### src/atf_map.svh
/*
  Offsets, field positions, reset values and lane codes of the task file
  block. Assumes inclusion by the design file only.
*/
`ifndef ATF_MAP_SVH
`define ATF_MAP_SVH

// ****************************************************************
// register offsets as seen on the host address lines
// ****************************************************************
`define ATF_OFF_DATA      4'h0
`define ATF_OFF_ERRF      4'h1
`define ATF_OFF_SCNT      4'h2
`define ATF_OFF_SNUM      4'h3
`define ATF_OFF_CYLL      4'h4
`define ATF_OFF_CYLH      4'h5
`define ATF_OFF_DATA_EVEN 4'h8
`define ATF_OFF_DATA_ODD  4'h9
`define ATF_OFF_DUP_ERRF  4'hD

// ****************************************************************
// failure detail bit positions
// ****************************************************************
`define ATF_ERR_BAD_BLOCK 7
`define ATF_ERR_UNCORR    6
`define ATF_ERR_ID_MISS   4
`define ATF_ERR_ABORTED   2
`define ATF_ERR_GENERAL   0
`define ATF_ERR_ZERO_MASK 8'h2A

// ****************************************************************
// reset values and counts
// ****************************************************************
`define ATF_SCNT_RST      8'h01
`define ATF_SCNT_FULL     9'h100
`define ATF_FIFO_DEPTH    8
`define ATF_FIFO_WIDTH    16

// ****************************************************************
// data lane codes: bit 0 low lane, bit 1 high lane
// ****************************************************************
`define ATF_LANE_NONE     2'b00
`define ATF_LANE_LO       2'b01
`define ATF_LANE_HI       2'b10
`define ATF_LANE_WORD     2'b11

`endif

### src/atf_pkg.sv
/*
  Types shared by the task file block: register targets, decoded host
  access, error events, host selects and start address.
  Assumes atf_map.svh is on the include path.
*/
`default_nettype none

package atf_pkg;

  // register that a host access lands on
  typedef enum logic [2:0] {
    ATF_NONE, ATF_DATA, ATF_ERRF, ATF_SCNT, ATF_SNUM, ATF_CYLL, ATF_CYLH
  } atf_tgt_t;

  typedef struct packed {
    atf_tgt_t    tgt;
    logic [1:0]  lanes;
    logic        fix_odd;
  } atf_acc_t;

  // one-cycle error events from the command engine
  typedef struct packed {
    logic bad_block_flag;
    logic uncorrectable_flag;
    logic sector_id_missing_flag;
    logic command_aborted_flag;
    logic general_error_flag;
  } atf_err_t;

  // host selects, all active low
  typedef struct packed {
    logic low_byte_select_n;
    logic high_byte_select_n;
    logic command_block_select_n;
    logic control_block_select_n;
    logic dma_grant_n;
  } atf_sel_t;

  typedef struct packed {
    logic        linear_addressing_flag;
    logic [23:0] value;
  } atf_start_t;

endpackage : atf_pkg

`default_nettype wire

### src/atf_task_file.sv
/*
  Task file data registers of a removable storage card, plus the data
  FIFOs between the host data port and the card buffer.
  Assumes host pins are synchronous-sampled, strobes are held for at
  least three clocks, and a command engine drives the event inputs.
*/
`timescale 1ns/1ps
`default_nettype none
`include "atf_map.svh"

// ****************************************************************
// data fifo
// ****************************************************************
module atf_fifo #(
  parameter int WIDTH = `ATF_FIFO_WIDTH,
  parameter int DEPTH = `ATF_FIFO_DEPTH
) (
  input  wire logic             clk_i,
  input  wire logic             rst_i,
  input  wire logic [WIDTH-1:0] in_data_i,
  input  wire logic             in_valid_i,
  output logic                  in_ready_o,
  output logic [WIDTH-1:0]      out_data_o,
  output logic                  out_valid_o,
  input  wire logic             out_ready_i
);
  localparam int AW = (DEPTH > 1) ? $clog2(DEPTH) : 1;
  localparam int CW = $clog2(DEPTH + 1);

  logic [WIDTH-1:0] mem_reg [DEPTH];
  logic [AW-1:0]    wr_ptr_reg;
  logic [AW-1:0]    rd_ptr_reg;
  logic [CW-1:0]    cnt_reg;
  logic [CW-1:0]    cnt_next;
  logic             push;
  logic             pop;

  function automatic logic [AW-1:0] ptr_inc(input logic [AW-1:0] p);
    ptr_inc = (p == AW'(DEPTH - 1)) ? '0 : p + 1'b1;
  endfunction : ptr_inc

  // flags are flops so both handshakes see clean levels
  assign push       = in_valid_i & in_ready_o;
  assign pop        = out_valid_o & out_ready_i;
  assign cnt_next   = cnt_reg + CW'(push) - CW'(pop);
  assign out_data_o = mem_reg[rd_ptr_reg];

  // storage, no reset needed
  always_ff @(posedge clk_i)
  begin
    if (push)
    begin
      mem_reg[wr_ptr_reg] <= in_data_i;
    end
  end

  // pointers, fill level and handshake flags
  always_ff @(posedge clk_i)
  begin
    if (rst_i)
    begin
      wr_ptr_reg  <= '0;
      rd_ptr_reg  <= '0;
      cnt_reg     <= '0;
      in_ready_o  <= 1'b1;
      out_valid_o <= 1'b0;
    end
    else
    begin
      if (push) wr_ptr_reg <= ptr_inc(wr_ptr_reg);
      if (pop) rd_ptr_reg <= ptr_inc(rd_ptr_reg);
      cnt_reg     <= cnt_next;
      in_ready_o  <= (cnt_next != CW'(DEPTH));
      out_valid_o <= (cnt_next != '0);
    end
  end
endmodule : atf_fifo

// ****************************************************************
// task file top
// ****************************************************************
module atf_task_file #(
  parameter int FIFO_DEPTH = `ATF_FIFO_DEPTH
) (
  input  wire logic               CORE_CLK_I,
  input  wire logic               SYS_RST_I,
  input  wire logic               IDE_MODE_I,
  input  wire logic               IO_CYCLE_I,
  input  wire logic               REG_SEL_N_I,
  input  wire atf_pkg::atf_sel_t  HOST_SEL_I,
  input  wire logic [3:0]         ADDR_I,
  input  wire logic               RD_N_I,
  input  wire logic               WR_N_I,
  input  wire logic [15:0]        DATA_I,
  output logic [15:0]             DATA_O,
  output logic [1:0]              DATA_OE_O,
  output logic                    WIDE_IO_ACK_N_O,
  output logic                    HOST_READY_O,
  input  wire logic               BYTE_MODE_I,
  input  wire logic               LINEAR_ADDRESSING_I,
  input  wire logic               CMD_START_I,
  input  wire logic               CMD_FAIL_I,
  input  wire atf_pkg::atf_err_t  ERR_EVENT_I,
  input  wire logic               SECTOR_DONE_I,
  output logic [7:0]              FEATURE_O,
  output logic [8:0]              XFER_SECTORS_O,
  output atf_pkg::atf_start_t     START_O,
  output logic                    STATUS_ERROR_O,
  output logic [15:0]             BUF_WDATA_O,
  output logic                    BUF_WVALID_O,
  input  wire logic               BUF_WREADY_I,
  input  wire logic [15:0]        BUF_RDATA_I,
  input  wire logic               BUF_RVALID_I,
  output logic                    BUF_RREADY_O
);
  import atf_pkg::*;

  logic [2:0]  rd_sync_reg;
  logic [2:0]  wr_sync_reg;
  logic        rd_rise;
  logic        wr_rise;
  atf_acc_t    acc;
  logic        odd_sel;
  logic [7:0]  rd_byte;
  logic [7:0]  wr_byte;
  logic        phase_reg;
  logic [7:0]  err_reg;
  logic [7:0]  scnt_reg;
  logic [7:0]  snum_reg;
  logic [7:0]  cyll_reg;
  logic [7:0]  cylh_reg;
  logic [7:0]  hold_lo_reg;
  logic [15:0] wword_reg;
  logic        wpend_reg;
  logic        wf_ready;
  logic [15:0] rf_data;
  logic        rf_valid;
  logic        rf_pop;
  logic        data_acc;
  logic        data_off;

  // map an offset onto the register behind it
  function automatic atf_tgt_t reg_tgt(input logic [3:0] off);
    case (off)
      `ATF_OFF_DATA, `ATF_OFF_DATA_EVEN, `ATF_OFF_DATA_ODD:
        reg_tgt = ATF_DATA;
      `ATF_OFF_ERRF, `ATF_OFF_DUP_ERRF: reg_tgt = ATF_ERRF;
      `ATF_OFF_SCNT: reg_tgt = ATF_SCNT;
      `ATF_OFF_SNUM: reg_tgt = ATF_SNUM;
      `ATF_OFF_CYLL: reg_tgt = ATF_CYLL;
      `ATF_OFF_CYLH: reg_tgt = ATF_CYLH;
      default:       reg_tgt = ATF_NONE;
    endcase
  endfunction : reg_tgt

  // decode the pins into target register and lanes
  function automatic atf_acc_t decode(input atf_sel_t s,
                                      input logic [3:0] a);
    atf_acc_t r;
    r = '{tgt: ATF_NONE, lanes: `ATF_LANE_NONE, fix_odd: 1'b0};
    if (IDE_MODE_I)
    begin
      if (!s.dma_grant_n && s.command_block_select_n &&
          s.control_block_select_n)
        r = '{ATF_DATA, `ATF_LANE_WORD, 1'b0};
      else if (!s.command_block_select_n && s.control_block_select_n &&
               s.dma_grant_n && !a[3])
      begin
        r.tgt   = reg_tgt({1'b0, a[2:0]});
        r.lanes = `ATF_LANE_LO;
        if (r.tgt == ATF_DATA && !BYTE_MODE_I)
          r.lanes = `ATF_LANE_WORD;
      end
    end
    else if (REG_SEL_N_I != IO_CYCLE_I)
    begin
      if (!s.low_byte_select_n && !s.high_byte_select_n)
      begin
        r.tgt   = reg_tgt(a);
        r.lanes = `ATF_LANE_LO;
        if (a == `ATF_OFF_DUP_ERRF)
          r.lanes = `ATF_LANE_HI;
        else if (r.tgt == ATF_DATA || a == `ATF_OFF_ERRF)
        begin
          r.tgt   = ATF_DATA;
          r.lanes = `ATF_LANE_WORD;
        end
      end
      else if (!s.low_byte_select_n)
      begin
        r.tgt     = reg_tgt(a);
        r.lanes   = `ATF_LANE_LO;
        r.fix_odd = (a == `ATF_OFF_DATA_ODD);
      end
      else if (!s.high_byte_select_n)
      begin
        // odd register through the even address, upper lane
        r.lanes = `ATF_LANE_HI;
        if (a == `ATF_OFF_DATA)
          r.tgt = ATF_ERRF;
        else if (a[3:1] == 3'b100)
        begin
          r.tgt     = ATF_DATA;
          r.fix_odd = 1'b1;
        end
        else if (!IO_CYCLE_I)
          r.tgt = reg_tgt(a | 4'h1);
        if (r.tgt == ATF_NONE) r.lanes = `ATF_LANE_NONE;
      end
    end
    decode = r;
  endfunction : decode

  // ****************************************************************
  // strobe synchronisers and access decode
  // ****************************************************************

  // strobes cross in through two flops; stage 0 feeds stage 1 only
  always_ff @(posedge CORE_CLK_I)
  begin
    if (SYS_RST_I)
    begin
      rd_sync_reg <= 3'b000;
      wr_sync_reg <= 3'b000;
    end
    else
    begin
      rd_sync_reg <= {rd_sync_reg[1:0], ~RD_N_I};
      wr_sync_reg <= {wr_sync_reg[1:0], ~WR_N_I};
    end
  end

  // address and data are stable by the time the edge is seen
  assign rd_rise  = rd_sync_reg[1] & ~rd_sync_reg[2];
  assign wr_rise  = wr_sync_reg[1] & ~wr_sync_reg[2];
  assign odd_sel  = acc.fix_odd | phase_reg;
  assign data_acc = (acc.tgt == ATF_DATA);
  assign wr_byte  = (acc.lanes == `ATF_LANE_HI) ? DATA_I[15:8]
                                                : DATA_I[7:0];
  assign rf_pop   = rd_rise & data_acc & rf_valid &
                    ((acc.lanes == `ATF_LANE_WORD) | odd_sel);
  assign data_off = (ADDR_I == `ATF_OFF_DATA) |
                    (ADDR_I[3:1] == 3'b100);

  // decode reads the mode pins too, so a comb block keeps it current
  always_comb
  begin
    acc = decode(HOST_SEL_I, ADDR_I);
  end

  // byte returned for a narrow read
  always_comb
  begin
    case (acc.tgt)
      ATF_DATA: rd_byte = odd_sel ? rf_data[15:8] : rf_data[7:0];
      ATF_ERRF: rd_byte = err_reg;
      ATF_SCNT: rd_byte = scnt_reg;
      ATF_SNUM: rd_byte = snum_reg;
      ATF_CYLL: rd_byte = cyll_reg;
      ATF_CYLH: rd_byte = cylh_reg;
      default:  rd_byte = 8'h00;
    endcase
  end

  // ****************************************************************
  // host data bus
  // ****************************************************************

  // lanes driven only while an addressed read strobe stands
  always_ff @(posedge CORE_CLK_I)
  begin
    if (SYS_RST_I)
    begin
      DATA_O    <= 16'h0000;
      DATA_OE_O <= `ATF_LANE_NONE;
    end
    else if (rd_rise && acc.tgt != ATF_NONE)
    begin
      DATA_OE_O <= acc.lanes;
      if (acc.lanes == `ATF_LANE_WORD)
        DATA_O <= rf_data;
      else if (acc.lanes == `ATF_LANE_HI)
        DATA_O <= {rd_byte, 8'h00};
      else
        DATA_O <= {8'h00, rd_byte};
    end
    else if (!rd_sync_reg[1])
      DATA_OE_O <= `ATF_LANE_NONE;
  end

  // 16-bit acknowledge only for the data port in I/O cycles
  always_ff @(posedge CORE_CLK_I)
  begin
    if (SYS_RST_I)
    begin
      WIDE_IO_ACK_N_O <= 1'b1;
      HOST_READY_O    <= 1'b1;
    end
    else
    begin
      WIDE_IO_ACK_N_O <= ~(IO_CYCLE_I & ~IDE_MODE_I & data_off);
      HOST_READY_O    <= wf_ready & ~wpend_reg;
    end
  end

  // byte order: even then odd, a word resets the order
  always_ff @(posedge CORE_CLK_I)
  begin
    if (SYS_RST_I)
      phase_reg <= 1'b0;
    else if ((rd_rise || wr_rise) && data_acc)
      phase_reg <= (acc.lanes != `ATF_LANE_WORD) & ~odd_sel;
  end

  // ****************************************************************
  // data write assembly toward the card buffer
  // ****************************************************************

  // a full fifo holds the word here and drops HOST_READY_O
  always_ff @(posedge CORE_CLK_I)
  begin
    if (SYS_RST_I)
    begin
      hold_lo_reg <= 8'h00;
      wword_reg   <= 16'h0000;
      wpend_reg   <= 1'b0;
    end
    else
    begin
      if (wpend_reg && wf_ready) wpend_reg <= 1'b0;
      if (wr_rise && data_acc && !wpend_reg)
      begin
        if (acc.lanes == `ATF_LANE_WORD)
        begin
          wword_reg <= DATA_I;
          wpend_reg <= 1'b1;
        end
        else if (!odd_sel)
          hold_lo_reg <= wr_byte;
        else
        begin
          wword_reg <= {wr_byte, hold_lo_reg};
          wpend_reg <= 1'b1;
        end
      end
    end
  end

  atf_fifo #(.WIDTH(16), .DEPTH(FIFO_DEPTH)) u_wr_fifo (
    .clk_i       (CORE_CLK_I),
    .rst_i       (SYS_RST_I),
    .in_data_i   (wword_reg),
    .in_valid_i  (wpend_reg),
    .in_ready_o  (wf_ready),
    .out_data_o  (BUF_WDATA_O),
    .out_valid_o (BUF_WVALID_O),
    .out_ready_i (BUF_WREADY_I)
  );

  atf_fifo #(.WIDTH(16), .DEPTH(FIFO_DEPTH)) u_rd_fifo (
    .clk_i       (CORE_CLK_I),
    .rst_i       (SYS_RST_I),
    .in_data_i   (BUF_RDATA_I),
    .in_valid_i  (BUF_RVALID_I),
    .in_ready_o  (BUF_RREADY_O),
    .out_data_o  (rf_data),
    .out_valid_o (rf_valid),
    .out_ready_i (rf_pop)
  );

  // ****************************************************************
  // byte registers
  // ****************************************************************

  // feature value, write only from the host
  always_ff @(posedge CORE_CLK_I)
  begin
    if (SYS_RST_I)
      FEATURE_O <= 8'h00;
    else if (wr_rise && acc.tgt == ATF_ERRF)
      FEATURE_O <= wr_byte;
  end

  // start address bytes
  always_ff @(posedge CORE_CLK_I)
  begin
    if (SYS_RST_I)
    begin
      snum_reg <= 8'h00;
      cyll_reg <= 8'h00;
      cylh_reg <= 8'h00;
    end
    else if (wr_rise)
    begin
      if (acc.tgt == ATF_SNUM) snum_reg <= wr_byte;
      if (acc.tgt == ATF_CYLL) cyll_reg <= wr_byte;
      if (acc.tgt == ATF_CYLH) cylh_reg <= wr_byte;
    end
  end

  // host write wins; each finished sector takes one off
  always_ff @(posedge CORE_CLK_I)
  begin
    if (SYS_RST_I)
      scnt_reg <= `ATF_SCNT_RST;
    else if (wr_rise && acc.tgt == ATF_SCNT)
      scnt_reg <= wr_byte;
    else if (SECTOR_DONE_I)
      scnt_reg <= scnt_reg - 8'h01;
  end

  // zero wraps through 255, matching the 256 meaning
  always_ff @(posedge CORE_CLK_I)
  begin
    if (SYS_RST_I)
    begin
      XFER_SECTORS_O <= {1'b0, `ATF_SCNT_RST};
      START_O        <= '0;
    end
    else
    begin
      XFER_SECTORS_O <= (scnt_reg == 8'h00) ? `ATF_SCNT_FULL
                                            : {1'b0, scnt_reg};
      START_O.linear_addressing_flag <= LINEAR_ADDRESSING_I;
      START_O.value <= {cylh_reg, cyll_reg, snum_reg};
    end
  end

  // ****************************************************************
  // failure detail and status error flag
  // ****************************************************************

  // new events beat the clear at command start
  always_ff @(posedge CORE_CLK_I)
  begin
    if (SYS_RST_I)
      err_reg <= 8'h00;
    else
    begin
      if (CMD_START_I) err_reg <= 8'h00;
      if (ERR_EVENT_I.bad_block_flag)
        err_reg[`ATF_ERR_BAD_BLOCK] <= 1'b1;
      if (ERR_EVENT_I.uncorrectable_flag)
        err_reg[`ATF_ERR_UNCORR] <= 1'b1;
      if (ERR_EVENT_I.sector_id_missing_flag)
        err_reg[`ATF_ERR_ID_MISS] <= 1'b1;
      if (ERR_EVENT_I.command_aborted_flag)
        err_reg[`ATF_ERR_ABORTED] <= 1'b1;
      if (ERR_EVENT_I.general_error_flag)
        err_reg[`ATF_ERR_GENERAL] <= 1'b1;
    end
  end

  // set on failure, cleared by the next command; set wins
  always_ff @(posedge CORE_CLK_I)
  begin
    if (SYS_RST_I)
      STATUS_ERROR_O <= 1'b0;
    else if (CMD_FAIL_I)
      STATUS_ERROR_O <= 1'b1;
    else if (CMD_START_I)
      STATUS_ERROR_O <= 1'b0;
  end
endmodule : atf_task_file

`default_nettype wire

### config.mk
export PLATFORM = sky130hd
export DESIGN_NAME = atf_task_file
export DESIGN_NICKNAME = d
export VERILOG_FILES = /design/src/atf_pkg.sv /design/src/atf_task_file.sv
export VERILOG_INCLUDE_DIRS = /design/src
export SDC_FILE = /design/constraint.sdc
export NUM_CORES = 1
export LEC_CHECK = 0
export BUFFER_PORTS_ARGS = -buffer_cell sky130_fd_sc_hd__buf_4
export CORE_AREA = 10 10 217 219
export DETAILED_ROUTE_END_ITERATION = 10
export DIE_AREA = 0 0 227 229
export PLACE_DENSITY_LB_ADDON = 0.05
export SYNTH_ARGS = -nofsm -noshare
export SYNTH_HDL_FRONTEND = slang
export SYNTH_SLANG_ARGS = --single-unit
### constraint.sdc
create_clock -name CORE_CLK_I -period 11.41 [get_ports CORE_CLK_I]
set_input_delay 1.141 -clock CORE_CLK_I [delete_from_list [all_inputs] [get_ports CORE_CLK_I]]
set_output_delay 1.141 -clock CORE_CLK_I [all_outputs]
set_load 0.1 [all_outputs]
# ---- Yosys cells after proc, flatten, opt, wreduce, memory -nomap -nowiden
# Memory sizes are Yosys's and may differ from the RTL's. A register that Yosys moved wholly into a read port is not among the register bits.
# Cells that the tools add are included.
# Widths: inputs -> output; s select.
dict set report word_totals {
  inputBits 60
  n_memories 5
  rom_bits 144
  output_inout_bits 81
  mem_bits_rw 256
  ff_bits 156
  wordCells 212
}
dict set report op_classes {
  bitwise 25
  n_mux 66
  n_reduce_logical 44
  addsub 9
  eq_ne 28
}
# memory depth width read_ports rd_ports_with_merged_regs wr line_no
set memory_table {}
lappend memory_table {u_rd_fifo.mem_reg 8 16 1 1 1 atf_task_file.sv:30} ;# logic [WIDTH-1:0] mem_reg [DEPTH];
lappend memory_table {u_wr_fifo.mem_reg 8 16 1 1 1 atf_task_file.sv:30}
lappend memory_table {{(no name shown)} 16 3 1 0 0 atf_task_file.sv:144} ;# case (off)
lappend memory_table {{(no name shown)} 16 3 1 0 0 atf_task_file.sv:144}
lappend memory_table {{(no name shown)} 16 3 1 0 0 atf_task_file.sv:144}
# operator count
set op_table {}
lappend op_table {{$mux 3} 23}
lappend op_table {{$mux 16} 4}
lappend op_table {{$pmux 8 s6} 1}
lappend op_table {{$mux 8} 5}
lappend op_table {{$eq 3x3->1 const B} 10}
lappend op_table {{$mux 6} 4}
lappend op_table {{$mux 5} 4}
lappend op_table {{$mux 1} 18}
lappend op_table {{$pmux 3 s6} 1}
lappend op_table {{$reduce_bool 2->1} 8}
lappend op_table {{$logic_and 1x1->1} 14}
lappend op_table {{$and 1x1->1} 13}
lappend op_table {{$add 3x1->3 const B} 4}
lappend op_table {{$eq 3x1->1 const B} 4}
lappend op_table {{$eq 3x2->1 const B} 4}
lappend op_table {{$mux 2} 5}
lappend op_table {{$mux 9} 1}
lappend op_table {{$not 1->1} 9}
lappend op_table {{$add 4x1->4} 2}
lappend op_table {{$eq 4x4->1 const B} 2}
lappend op_table {{$logic_not 8->1} 1}
lappend op_table {{$ne 4x4->1 const B} 2}
lappend op_table {{$reduce_and 2->1} 4}
lappend op_table {{$reduce_bool 4->1} 2}
lappend op_table {{other kinds (15)} 27}

# ---- Longest topological paths before layout
# Gate-level depths: netlist (run 1).
# An unclocked memory read counts as a cell.
dict set report logic_depth {
  depth_word 23
  mapped_depth 19
  depth_no_buf 17
}

# ---- Modules after synthesis
# From an unflattened synthesis (run 1), not the netlist that was laid out.
dict set report hier_totals {
  hier_cells 1201
  hier_area_um2 17540.6
}
# module area_per_inst_um2 seq_area_each_um2 n_inst cells_each
set modules_own_cells {}
lappend modules_own_cells {atf_fifo 5616.6 4144.0 2 265}
lappend modules_own_cells {atf_task_file 6307.3 2642.5 1 671}

# ---- Worst setup path after synthesis (run 1)
# Ideal clock, no wire load.
dict set report synth_timing {
  path_kind {input to register}
  startpoint {input ADDR_I[1]}
  endpoint {register u_rd_fifo.out_valid_o}
  t_required_ns 11.278
  slack_ns 6.671
  setup_ns 0.132
  stages 18
  t_arrival_ns 4.606
  path_buffers 1
  cell_sequence {inv_1 ha_1 or3_1 o31ai_1 a211o_1 a41oi_1 or3_1 buf_6 a2111o_1 inv_1 ha_1 inv_1 ha_1 inv_1 fa_1 xor2_1 and3b_1 a21oi_1}
}
dict set report synth_between {
  elab_chain_cells 22
  elab_cells_between_ends 59
  classes_between {1 x add/sub; 13 x eq/ne; 30 x mux; 6 x bitwise; 6 x reduce/logical; 3 x memory}
}
# element line_no
set synth_lines {}
lappend synth_lines {{start, declared} atf_task_file.sv:91} ;# input wire logic [3:0] ADDR_I,
lappend synth_lines {{$mem_v2 16x3} n/a}
lappend synth_lines {{$mux 3} atf_task_file.sv:206} ;# else if (!IO_CYCLE_I)
lappend synth_lines {{$mux 3} atf_task_file.sv:201} ;# else if (a[3:1] == 3'b100)
lappend synth_lines {{$mux 3} atf_task_file.sv:199} ;# if (a == `ATF_OFF_DATA)
lappend synth_lines {{$mux 3} atf_task_file.sv:195} ;# else if (!s.high_byte_select_n)
lappend synth_lines {{$mux 3} atf_task_file.sv:189} ;# else if (!s.low_byte_select_n)
lappend synth_lines {{$mux 3} atf_task_file.sv:177} ;# if (!s.low_byte_select_n && !s.high_byte_select_n)
lappend synth_lines {{$mux 3} atf_task_file.sv:175} ;# else if (REG_SEL_N_I != IO_CYCLE_I)
lappend synth_lines {{[6 not listed]} n/a}
lappend synth_lines {{$mux 6} atf_task_file.sv:175}
lappend synth_lines {{$mux 6 (*)} atf_task_file.sv:161} ;# if (IDE_MODE_I)
lappend synth_lines {{$eq 2x2->1 (no line)} n/a}
lappend synth_lines {{$or 1x1->1} atf_task_file.sv:241} ;# ((acc.lanes == `ATF_LANE_WORD) | odd_sel);
lappend synth_lines {{$and 1x1->1 (*)} atf_task_file.sv:240} ;# assign rf_pop = rd_rise & data_acc & rf_valid &
lappend synth_lines {{$and 1x1->1 (*)} atf_task_file.sv:44} ;# assign pop = out_valid_o & out_ready_i;
lappend synth_lines {{$sub 4x1->4 (*)} atf_task_file.sv:45} ;# assign cnt_next = cnt_reg + CW'(push) - CW'(pop);
lappend synth_lines {{$reduce_bool 4->1 (*)} atf_task_file.sv:74} ;# out_valid_o <= (cnt_next != '0);
lappend synth_lines {{end signal, assigned} atf_task_file.sv:74}
lappend synth_lines {{end, declared} atf_task_file.sv:24} ;# output logic out_valid_o,
# Mark *: on every way between the ends. The rest lies on a longest branch, timed or not. The select of a mux whose other input is x is not followed.
# A chain may end at the register's enable or synchronous reset.

# ---- Worst setup path after layout (run 1)
# Same ends and word-level chain as after synthesis.

==> metrics.cfg, run 1 <==
[clock_tree]
clk_path_buf_depth = 3
insertion_delay_ns = 0.58
tritoncts = yes
cts_setup_buffers = 0
path_clk_slew_ns = 0.06
cts_buffers = 46
cts_max_level = 2
cts.sinks = 418
post_cts_resized = 0
ctsHoldBuffers = 0
clock-root-buffer = clkbuf_16

[grt]
grt_max_degree = 76
grt_first_pass_wirelength_um = 66600
first_global_vias = 10400
groute.usage.overall_pct = 17.1
overflow = 0
antenna_found_initial = 0

[die]
die-width_um = 227
dieArea_mm2 = 0.0520
die_y_um = 229
io_pins = 141
core_area_mm2 = 0.0427
start_util_pct = 39.5
rows = 76

[worst_setup_path]
crit_type = in2reg
path_max_fanout = 14
arrival_ns = 5.42
max_stage_delay_ns = 0.59
cp_slowest_cell = a2111o_1
start_kind = input port
path_delay_family = compound AO/OA/AOI/OAI gates
rrSetupSlack_ns = 8.39
cp.required_ns = 11.82
path_buf_inv = 5
path_cells = buf_4 > inv_1 > ha_1 > nor2b_1 > nor4b_1 > a311oi_1 > o21ai_0 > nand2_1 > a2111o_1 > inv_1 > ha_1 > inv_1 > ha_1 > inv_1 > fa_1 > xor2_1 > and3b_1 > a21oi_1
cp-end-kind = flop
crit_top_cell = inv_1

[final_layout]
nFillCells = 3781
final_area_mm2 = 0.0201
syn_to_final_growth_pct = 19.2
drive_gt1_share_pct = 25.5
nets = 1418
antenna_cells = 0

[drt]
dr.first_iter.drc_count = 570
drc = 0
ant_nets = 0
vias = 10100
drtPass1Iterations = 5
post_drt_wl_per_cell_um = 23.2
routed_via_density = 5.28
postRouteWirelength_um = 44400

[sta]
min_period_ns = 5.00
clock.fmax_mhz = 200
slew_headroom_pct = 22.9
setup_viol = 0
drv_slew = 0
final.setup.tns_ns = 0
final_hold_viol_count = 0
fin_worst_skew_ns = 0.0229
tightest_slew_ns = 1.16
rsz0062_at_grt = false
period_share_pct = 43.9

[logic_synthesis]
synth_nets = 1274
netlist_area_mm2 = 0.0169
synth_edf_count = 256
synth-main-ff-cell = edfxtp_1
synth.avg_cell_area_um2 = 14.2
yosysSeqAreaShare_pct = 64.7
synth-seq-cells = 418
yosysWarnings = 0
synth.distinct_cells = 68
async_flop_share_pct = 0
synthCells = 1185

[pwr]
p_per_area_mw_per_mm2 = 177
leakagePower_nw = 7.16
peakVddDrop_v = 0.000123
p_total_w = 0.00356

[flow_run]
drv_cap = 0

[placement]
dp_hpwl_um = 29700
placed_cell_area_mm2 = 0.0186
port_buffers = 140
gp_congestion = 0.829

[worst_hold_path]
min_path_type = reg2reg

[status]
outcome = completed

logic make-up (layout without fill, tap and decap cells):
| family | count (synthesis) | in the layout | share of synthesized area (%) |
|---|---|---|---|
| flip-flops | 418 | 418 | 64.7 |
| AND/OR/NAND/NOR | 300 | 300 | 8.71 |
| AO/OA/AOI/OAI | 187 | 187 | 7.98 |
| multiplexers | 141 | 141 | 13.3 |
| buffers and inverters | 96 | 278 | 2.35 |
| adder cells (fa/ha/maj) | 29 | 29 | 2.24 |
| XOR/XNOR | 14 | 14 | 0.726 |
cell usage after synthesis, types with 9 or more instances:
library cell | n | area share, %
o21ai_0 | 16 | 0.47
mux2i_1 | 55 | 3.3
a211oi_1 | 62 | 2.8
dfxtp_1 | 162 | 19
nand2b_1 | 11 | 0.41
or3_1 | 10 | 0.37
clkbuf_1 | 37 | 0.82
ha_1 | 27 | 2.0
buf_2 | 17 | 0.50
buf_1 | 9 | 0.20
inv_1 | 30 | 0.67
edfxtp_1 | 256 | 46
mux2_2 | 22 | 1.5
nor2_1 | 119 | 2.6
nor2b_1 | 43 | 1.6
nor3_1 | 22 | 0.65
a21oi_1 | 40 | 1.2
nand2_1 | 52 | 1.2
mux4_2 | 64 | 8.5
cells in the final DEF, fill, tap and decap left out, types with 8 or more instances in the layout:
| master | n |
|---|---|
| nor2b_1 | 43 |
| ha_1 | 27 |
| nor3_4 | 8 |
| nand2_1 | 52 |
| nand3_1 | 8 |
| or3_1 | 10 |
| xnor2_1 | 8 |
| mux2_2 | 22 |
| nor2_1 | 112 |
| clkbuf_1 | 17 |
| clkbuf_16 | 46 |
| inv_1 | 30 |
| mux4_2 | 64 |
| dfxtp_1 | 158 |
| edfxtp_1 | 256 |
| o21ai_0 | 16 |
| buf_4 | 162 |
| a21oi_1 | 40 |
| mux2i_1 | 55 |
| nand2b_1 | 11 |
| nor3_1 | 13 |
| a211oi_1 | 62 |
where the power goes:
group          total, W  switching [W]  internal (W)
registers       0.00169      0.0000356       0.00165
clock network   0.00145       0.000588      0.000864
logic          0.000414       0.000259      0.000155
total           0.00356       0.000883       0.00267
final timing paths:
check,start,to,cells past startpoint
max reg2reg,flop,DATA_O[14],7
max,ADDR_I[1],u_rd_fifo.out_valid_o,18
min reg2reg,wr_sync_reg[0],wr_sync_reg[1],1
min,wr_sync_reg[0],wr_sync_reg[1],1
metal layers:
metal / routed length (um) / up-vias / global-route usage [%]
li1: - / 4819 / -
met1: 19100 / 5022 / 21.4
met2: 22200 / 192 / 29.0
met3: 1820 / 68 / 2.91
met4: 1270 / 0 / 6.08
met5: 0 / - / 0
per-stage QoR:
stage                     util [%]  setup slack [ns]  hold slack [ns]  instances
after floorplan                  -              6.67            0.414       1185
after global placement        43.7              5.88            0.453       1827
after detailed placement      43.7              5.83            0.443       1827
after CTS                     47.1              6.43            0.458       1913
after global routing          47.1              6.01            0.467       1913
final                         47.1              6.41            0.451       1913
area by class of cell:
cell class	count	area, um^2	area share [%]
clock inverters	15	164	0.814
flip-flops and latches	418	10900	54.3
multi-input cells	671	5700	28.3
well taps	546	683	3.39
inverters	30	113	0.559
repair buffers	162	1220	6.04
clock buffers	71	1320	6.55
Power figures use the tool's default switching activity.
==> run 2: changes to the inputs <==
- clock period: 11.41 -> 4.4 ns (I/O delays scaled with it)
==> metrics.cfg, run 2 (synthesis gave the netlist of run 1 again) <==
[final_layout]
seq_area_mm2 = 0.0109  ; unchanged
antenna_cells = 0  ; unchanged
multi_input_area_mm2 = 0.00570  ; unchanged
layout_commonest_cell = edfxtp_1
nFillCells = 3819  ; +1.0%
nets = 1442  ; +1.7%
final_cell_mix = 256 x edfxtp_1, 185 x buf_4, 158 x dfxtp_1
syn_to_final_growth_pct = 20.1
drive_gt1_share_pct = 26.9  ; +1.4 points

[drt]
vias = 10200  ; +1.4%
post_drt_wl_per_cell_um = 22.8  ; -1.7%
drtPass1Iterations = 5  ; unchanged
drc = 0  ; unchanged
routed_via_density = 5.29  ; +0.17%
postRouteWirelength_um = 44100  ; -0.57%
ant_nets = 0  ; unchanged
dr.first_iter.drc_count = 674  ; +18%

[worst_setup_path]
path_cells = buf_4 > inv_1 > buf_4 > ha_1 > nand2b_1 > mux2i_1 > a211o_1 > a41oi_1 > or3_1 > a2111o_1 > inv_1 > ha_1 > inv_1 > ha_1 > inv_1 > fa_1 > xor2_1 > and3b_1 > a21oi_1
crit_type = in2reg
arrival_ns = 3.98  ; -1.44 ns
cp.required_ns = 4.83  ; -6.99 ns
cp-end-kind = flop
crit_top_cell = inv_1
cp_slowest_cell = a2111o_1
path_buf_inv = 6  ; +1
max_stage_delay_ns = 0.51  ; -0.08 ns
start_kind = input port
path_max_fanout = 8  ; -6
path_delay_family = adder cells

[sta]
min_period_ns = 3.55
hold-worst-slack_ns = 0.0359  ; -0.415 ns
drv_slew = 0  ; unchanged
setup_viol = 0  ; unchanged
rsz0062_at_grt = false
period_share_pct = 80.6
finalWorstSetupSlack_ns = 0.851  ; -5.55 ns
final_hold_viol_count = 0  ; unchanged
clock.fmax_mhz = 282
fin_worst_skew_ns = 0.0210  ; -0.00195 ns
tightest_slew_ns = 1.13  ; -0.0258 ns
final.setup.tns_ns = 0  ; unchanged
slew_headroom_pct = 24.4  ; +1.6 points

[grt]
groute.usage.overall_pct = 16.9  ; -0.12 points
first_global_vias = 10500  ; +0.79%
overflow = 0  ; unchanged
grt_first_pass_wirelength_um = 66100  ; -0.75%
grt_max_degree = 84  ; +11%
antenna_found_initial = 0  ; unchanged

[pwr]
p_per_area_mw_per_mm2 = 451  ; +160%
peakVddDrop_v = 0.000286  ; +130%
leakagePower_nw = 7.18  ; +0.32%
p_total_w = 0.00914  ; +160%

[clock_tree]
insertion_delay_ns = 0.58  ; about the same
cts_buffers = 46  ; unchanged
path_clk_slew_ns = 0.06  ; about the same
cts_max_level = 2  ; unchanged
tritoncts = yes
cts.sinks = 418  ; unchanged
cts_setup_buffers = 0  ; unchanged
clk_path_buf_depth = 3  ; unchanged
clock-root-buffer = clkbuf_16

[die]
dieArea_mm2 = 0.0520  ; unchanged
core_area_mm2 = 0.0427  ; unchanged
rows = 76  ; unchanged
die_y_um = 229  ; unchanged
io_pins = 141  ; unchanged
start_util_pct = 39.5  ; unchanged
die-width_um = 227  ; unchanged

[flow_run]
drv_cap = 0  ; unchanged

[placement]
pre_cts_slack_ns = 0.272  ; -5.56 ns
gp_congestion = 0.815  ; -1.7%
dp_hpwl_um = 29900  ; +0.63%
port_buffers = 140  ; unchanged

[worst_hold_path]
min_path_type = in2reg

[status]
outcome = completed

[run 2: cell count changes in the layout (fill, tap and decap cells not counted), sizes merged]
cell	delta
buf	+23
clkbuf	-13
clkinv	+8
clkinvlp	+4
dlygate4sd3	+1
[run 2: metal layers]
metal / routed length, um / GRT usage, % / up-vias
li1: - / - / 4864
met1: 18500 / 20.7 / 5095
met2: 22700 / 29.7 / 217
met3: 1940 / 2.91 / 64
met4: 1030 / 5.33 / 0
met5: 0 / 0 / -
[run 2: final timing paths]
path / slack, ns / cells after the start / start / end
worst min register to register: 0.45 / 1 / rd_sync_reg[0] / rd_sync_reg[1]
worst min-delay path: 0.04 / 2 / RD_N_I / rd_sync_reg[0]
worst max-delay path: 0.85 / 19 / ADDR_I[1] / u_rd_fifo.out_valid_o
worst max register to register: 1.59 / 12 / rd_sync_reg[1] / u_rd_fifo.out_valid_o
[run 2: final cells by class]
type	count	share of cell area [%]
clock buffers	58	6.02
clock inverters	27	1.13
inverters	30	0.555
multi-input cells	671	28.1
flip-flops and latches	418	53.9
well taps	546	3.37
repair buffers	186	6.90
[run 2: worst register-to-register path, delay by kind of cell (launching register included)]
kind            cells  cell delay (ns)
xor+xnor            1             0.19
compound gates      2             0.45
simple gates        3             0.65
buf+inv             3             0.21
flops               1             0.41
fa+ha+maj           3             0.77
[run 2: metrics by stage]
stage	util [%]	cell area [um^2]	std cells
4_1_cts	47.5	20300	1936
2_1_floorplan	-	16900	1185
3_3_place_gp	44.1	18800	1850
5_1_grt	47.5	20300	1936
3_5_place_dp	44.1	18800	1850
6_report	47.5	20300	1936
[run 2: repair_timing]
item / CTS / global route
gates resized for setup: 0 / 0
endpoints found under the hold margin: 1 / 0
hold buffers: 1 / 0
[run 2: where the power goes]
part	switching, W	internal [W]	leakage (nW)
clock network	0.00155	0.00215	0.703
registers	0.0000915	0.00429	3.74
logic	0.000673	0.000387	2.74
==> run 3: changes to the inputs <==
- ABC_AREA: unset -> 1
- CORE_AREA: 10 10 217 219 -> 10 10 220 222
- DIE_AREA: 0 0 227 229 -> 0 0 230 232
- clock period: 4.4 -> 3.09 ns (I/O delays scaled with it)
==> metrics.cfg, run 3 <==
[grt]
met3_usage_pct = 3.43  ; +0.52 points
grt_max_degree = 94  ; +12%
first_global_vias = 12500  ; +19%
met2_usage_pct = 27.5  ; -2.2 points
antenna_found_initial = 6  ; +6
groute.usage.overall_pct = 17.6  ; +0.66 points
grt_first_pass_wirelength_um = 73800  ; +12%
overflow = 0  ; unchanged
top_usage_layer = met2
grt.met1_usage_pct = 24.4  ; +3.7 points

[drt]
ant_nets = 0  ; unchanged
post_drt_wl_per_cell_um = 18.3  ; -20%
routed_via_density = 4.97  ; -6.1%
drtPass1Iterations = 5  ; unchanged
postRouteWirelength_um = 47900  ; +8.5%
vias = 13000  ; +27%
dr.first_iter.drc_count = 979  ; +45%
drc = 0  ; unchanged

[placement]
gp_congestion = 0.821  ; +0.69%
dp_hpwl_um = 31400  ; +5.0%
port_buffers = 140  ; unchanged

[die]
die-width_um = 230  ; +1.3%
start_util_pct = 39.5  ; about the same
rows = 77  ; +1.3%
dieArea_mm2 = 0.0534  ; +2.6%
io_pins = 141  ; unchanged
core_area_mm2 = 0.0439  ; +2.9%
die_y_um = 232  ; +1.3%

[worst_setup_path]
cp-end-kind = output port
crit_type = reg2out
path_max_fanout = 64  ; +56
start_kind = flop
arrival_ns = 2.43  ; -1.55 ns
cp.required_ns = 2.78  ; -2.05 ns

[logic_synthesis]
synth_top_cells_by_area = edfxtp_1 44%, dfxtp_1 19%, nor2_1 9.5%, o21ai_0 6.4%, nand2_1 4.1%
synth-main-ff-cell = edfxtp_1
yosys-top-cells-count = 439 x nor2_1, 256 x edfxtp_1, 222 x o21ai_0
synth_most_common_cell = nor2_1
synth_nets = 1874  ; +47%
netlist_area_mm2 = 0.0174  ; +2.9%
synthCells = 1785  ; +51%
yosys.area.top_type = edfxtp_1
synth-seq-cells = 418  ; unchanged
synth.avg_cell_area_um2 = 9.73  ; -32%
synth.distinct_cells = 45  ; -34%
synth_top_area_share_pct = 44.2  ; -1.3 points
yosysSeqAreaShare_pct = 62.9  ; -1.8 points
yosysWarnings = 0  ; unchanged
async_flop_share_pct = 0  ; unchanged
synth_edf_count = 256  ; unchanged

[clock_tree]
cts_max_level = 2  ; unchanged
clk_path_buf_depth = 3  ; unchanged
insertion_delay_ns = 0.58  ; about the same
cts.sinks = 418  ; unchanged
path_clk_slew_ns = 0.06  ; about the same
tritoncts = yes
cts_buffers = 45  ; -2.2%
clock-root-buffer = clkbuf_16

[final_layout]
drive_gt1_share_pct = 15.7  ; -11 points
layout_commonest_cell = nor2_1
syn_to_final_growth_pct = 21.4
final_cell_mix = 438 x nor2_1, 256 x edfxtp_1, 222 x o21ai_0
nets = 2081  ; +44%

[flow_run]
drv_cap = 0  ; unchanged

[sta]
fin_worst_skew_ns = 0.0173  ; -0.00371 ns
hold-worst-slack_ns = 0.113  ; +0.0767 ns
setup_viol = 0  ; unchanged
clock.fmax_mhz = 365
final.setup.tns_ns = 0  ; unchanged
rsz0062_at_grt = false
period_share_pct = 88.7
drv_slew = 0  ; unchanged
min_period_ns = 2.74
final_hold_viol_count = 0  ; unchanged
slew_headroom_pct = 58.6  ; +34 points
tightest_slew_ns = 0.620  ; -0.510 ns

[pwr]
leakagePower_nw = 8.27  ; +15%
p_per_area_mw_per_mm2 = 692  ; +54%
peakVddDrop_v = 0.000764  ; +170%
p_total_w = 0.0146  ; +60%

[status]
outcome = completed

[worst_hold_path]
min_path_type = in2reg

## run 3: worst paths after layout
path                                      from                     to  slack (ns)  depth (start not counted)
worst min register to register  rd_sync_reg[0]         rd_sync_reg[1]        0.40                          2
worst max-delay path                      flop        BUF_WDATA_O[14]        0.35                          6
worst min-delay path                IDE_MODE_I        WIDE_IO_ACK_N_O        0.11                          3
worst max register to register  rd_sync_reg[1]  u_rd_fifo.out_valid_o        0.68                         14
## run 3: metal layers
metal / routed length [um] / part of all wire (%)
met1: 22500 / 47
met4: 854 / 1.8
met2: 21900 / 46
met5: 66 / 0.14
met3: 2600 / 5.4
## run 3: area by class of cell
type	count	area, um^2
multi-input combinational	1145	5560
clock inverter	19	200
clock buffer	62	1190
fill	4182	22800
inverter	136	515
timing repair buffer	246	1950
sequential	418	10900
tap	592	741
antenna	1	2.50
## run 3: worst max-delay path, cell delays in order (launching register included)
cell and delay (ns):
dfxtp_2 0.34, buf_6 0.42, o21ai_0 0.17, o22ai_1 0.17, nor2_1 0.07, a31oi_1 0.28
buf_4 0.36
## run 3: logic make-up after synthesis
| kind of cell | synth area share [%] |
|---|---|
| compound gates | 12.2 |
| simple gates | 16.9 |
| fa+ha+maj | 2.17 |
| flops | 62.9 |
| buf+inv | 5.19 |
| xor+xnor | 0.605 |
## run 3: repair_timing
action | 4_1_cts | 5_1_grt
endpoints found under the hold margin | 137 | 0
pin swaps | 0 | 0
endpoints found under the setup margin | 5 | 1
buffers inserted | 0 | 0
resized for setup | 1 | 1
hold buffers | 25 | 0
## run 3: per-stage QoR
stage | utilization, % | instances | instance area, um^2 | worst slack, ns
global route | 48.0 | 2619 | 21100 | 0.0856
CTS | 48.0 | 2618 | 21100 | 0.130
detailed placement | 44.3 | 2512 | 19400 | -0.247
finish | 48.0 | 2619 | 21100 | 0.350
floorplan | - | 1785 | 17400 | 0.0134
global placement | 44.3 | 2512 | 19400 | -0.211
## run 3: power breakdown
group | total [W] | switching, W | internal, W
logic | 0.00317 | 0.00235 | 0.000825
clock network | 0.00514 | 0.00218 | 0.00296
registers | 0.00630 | 0.000124 | 0.00617
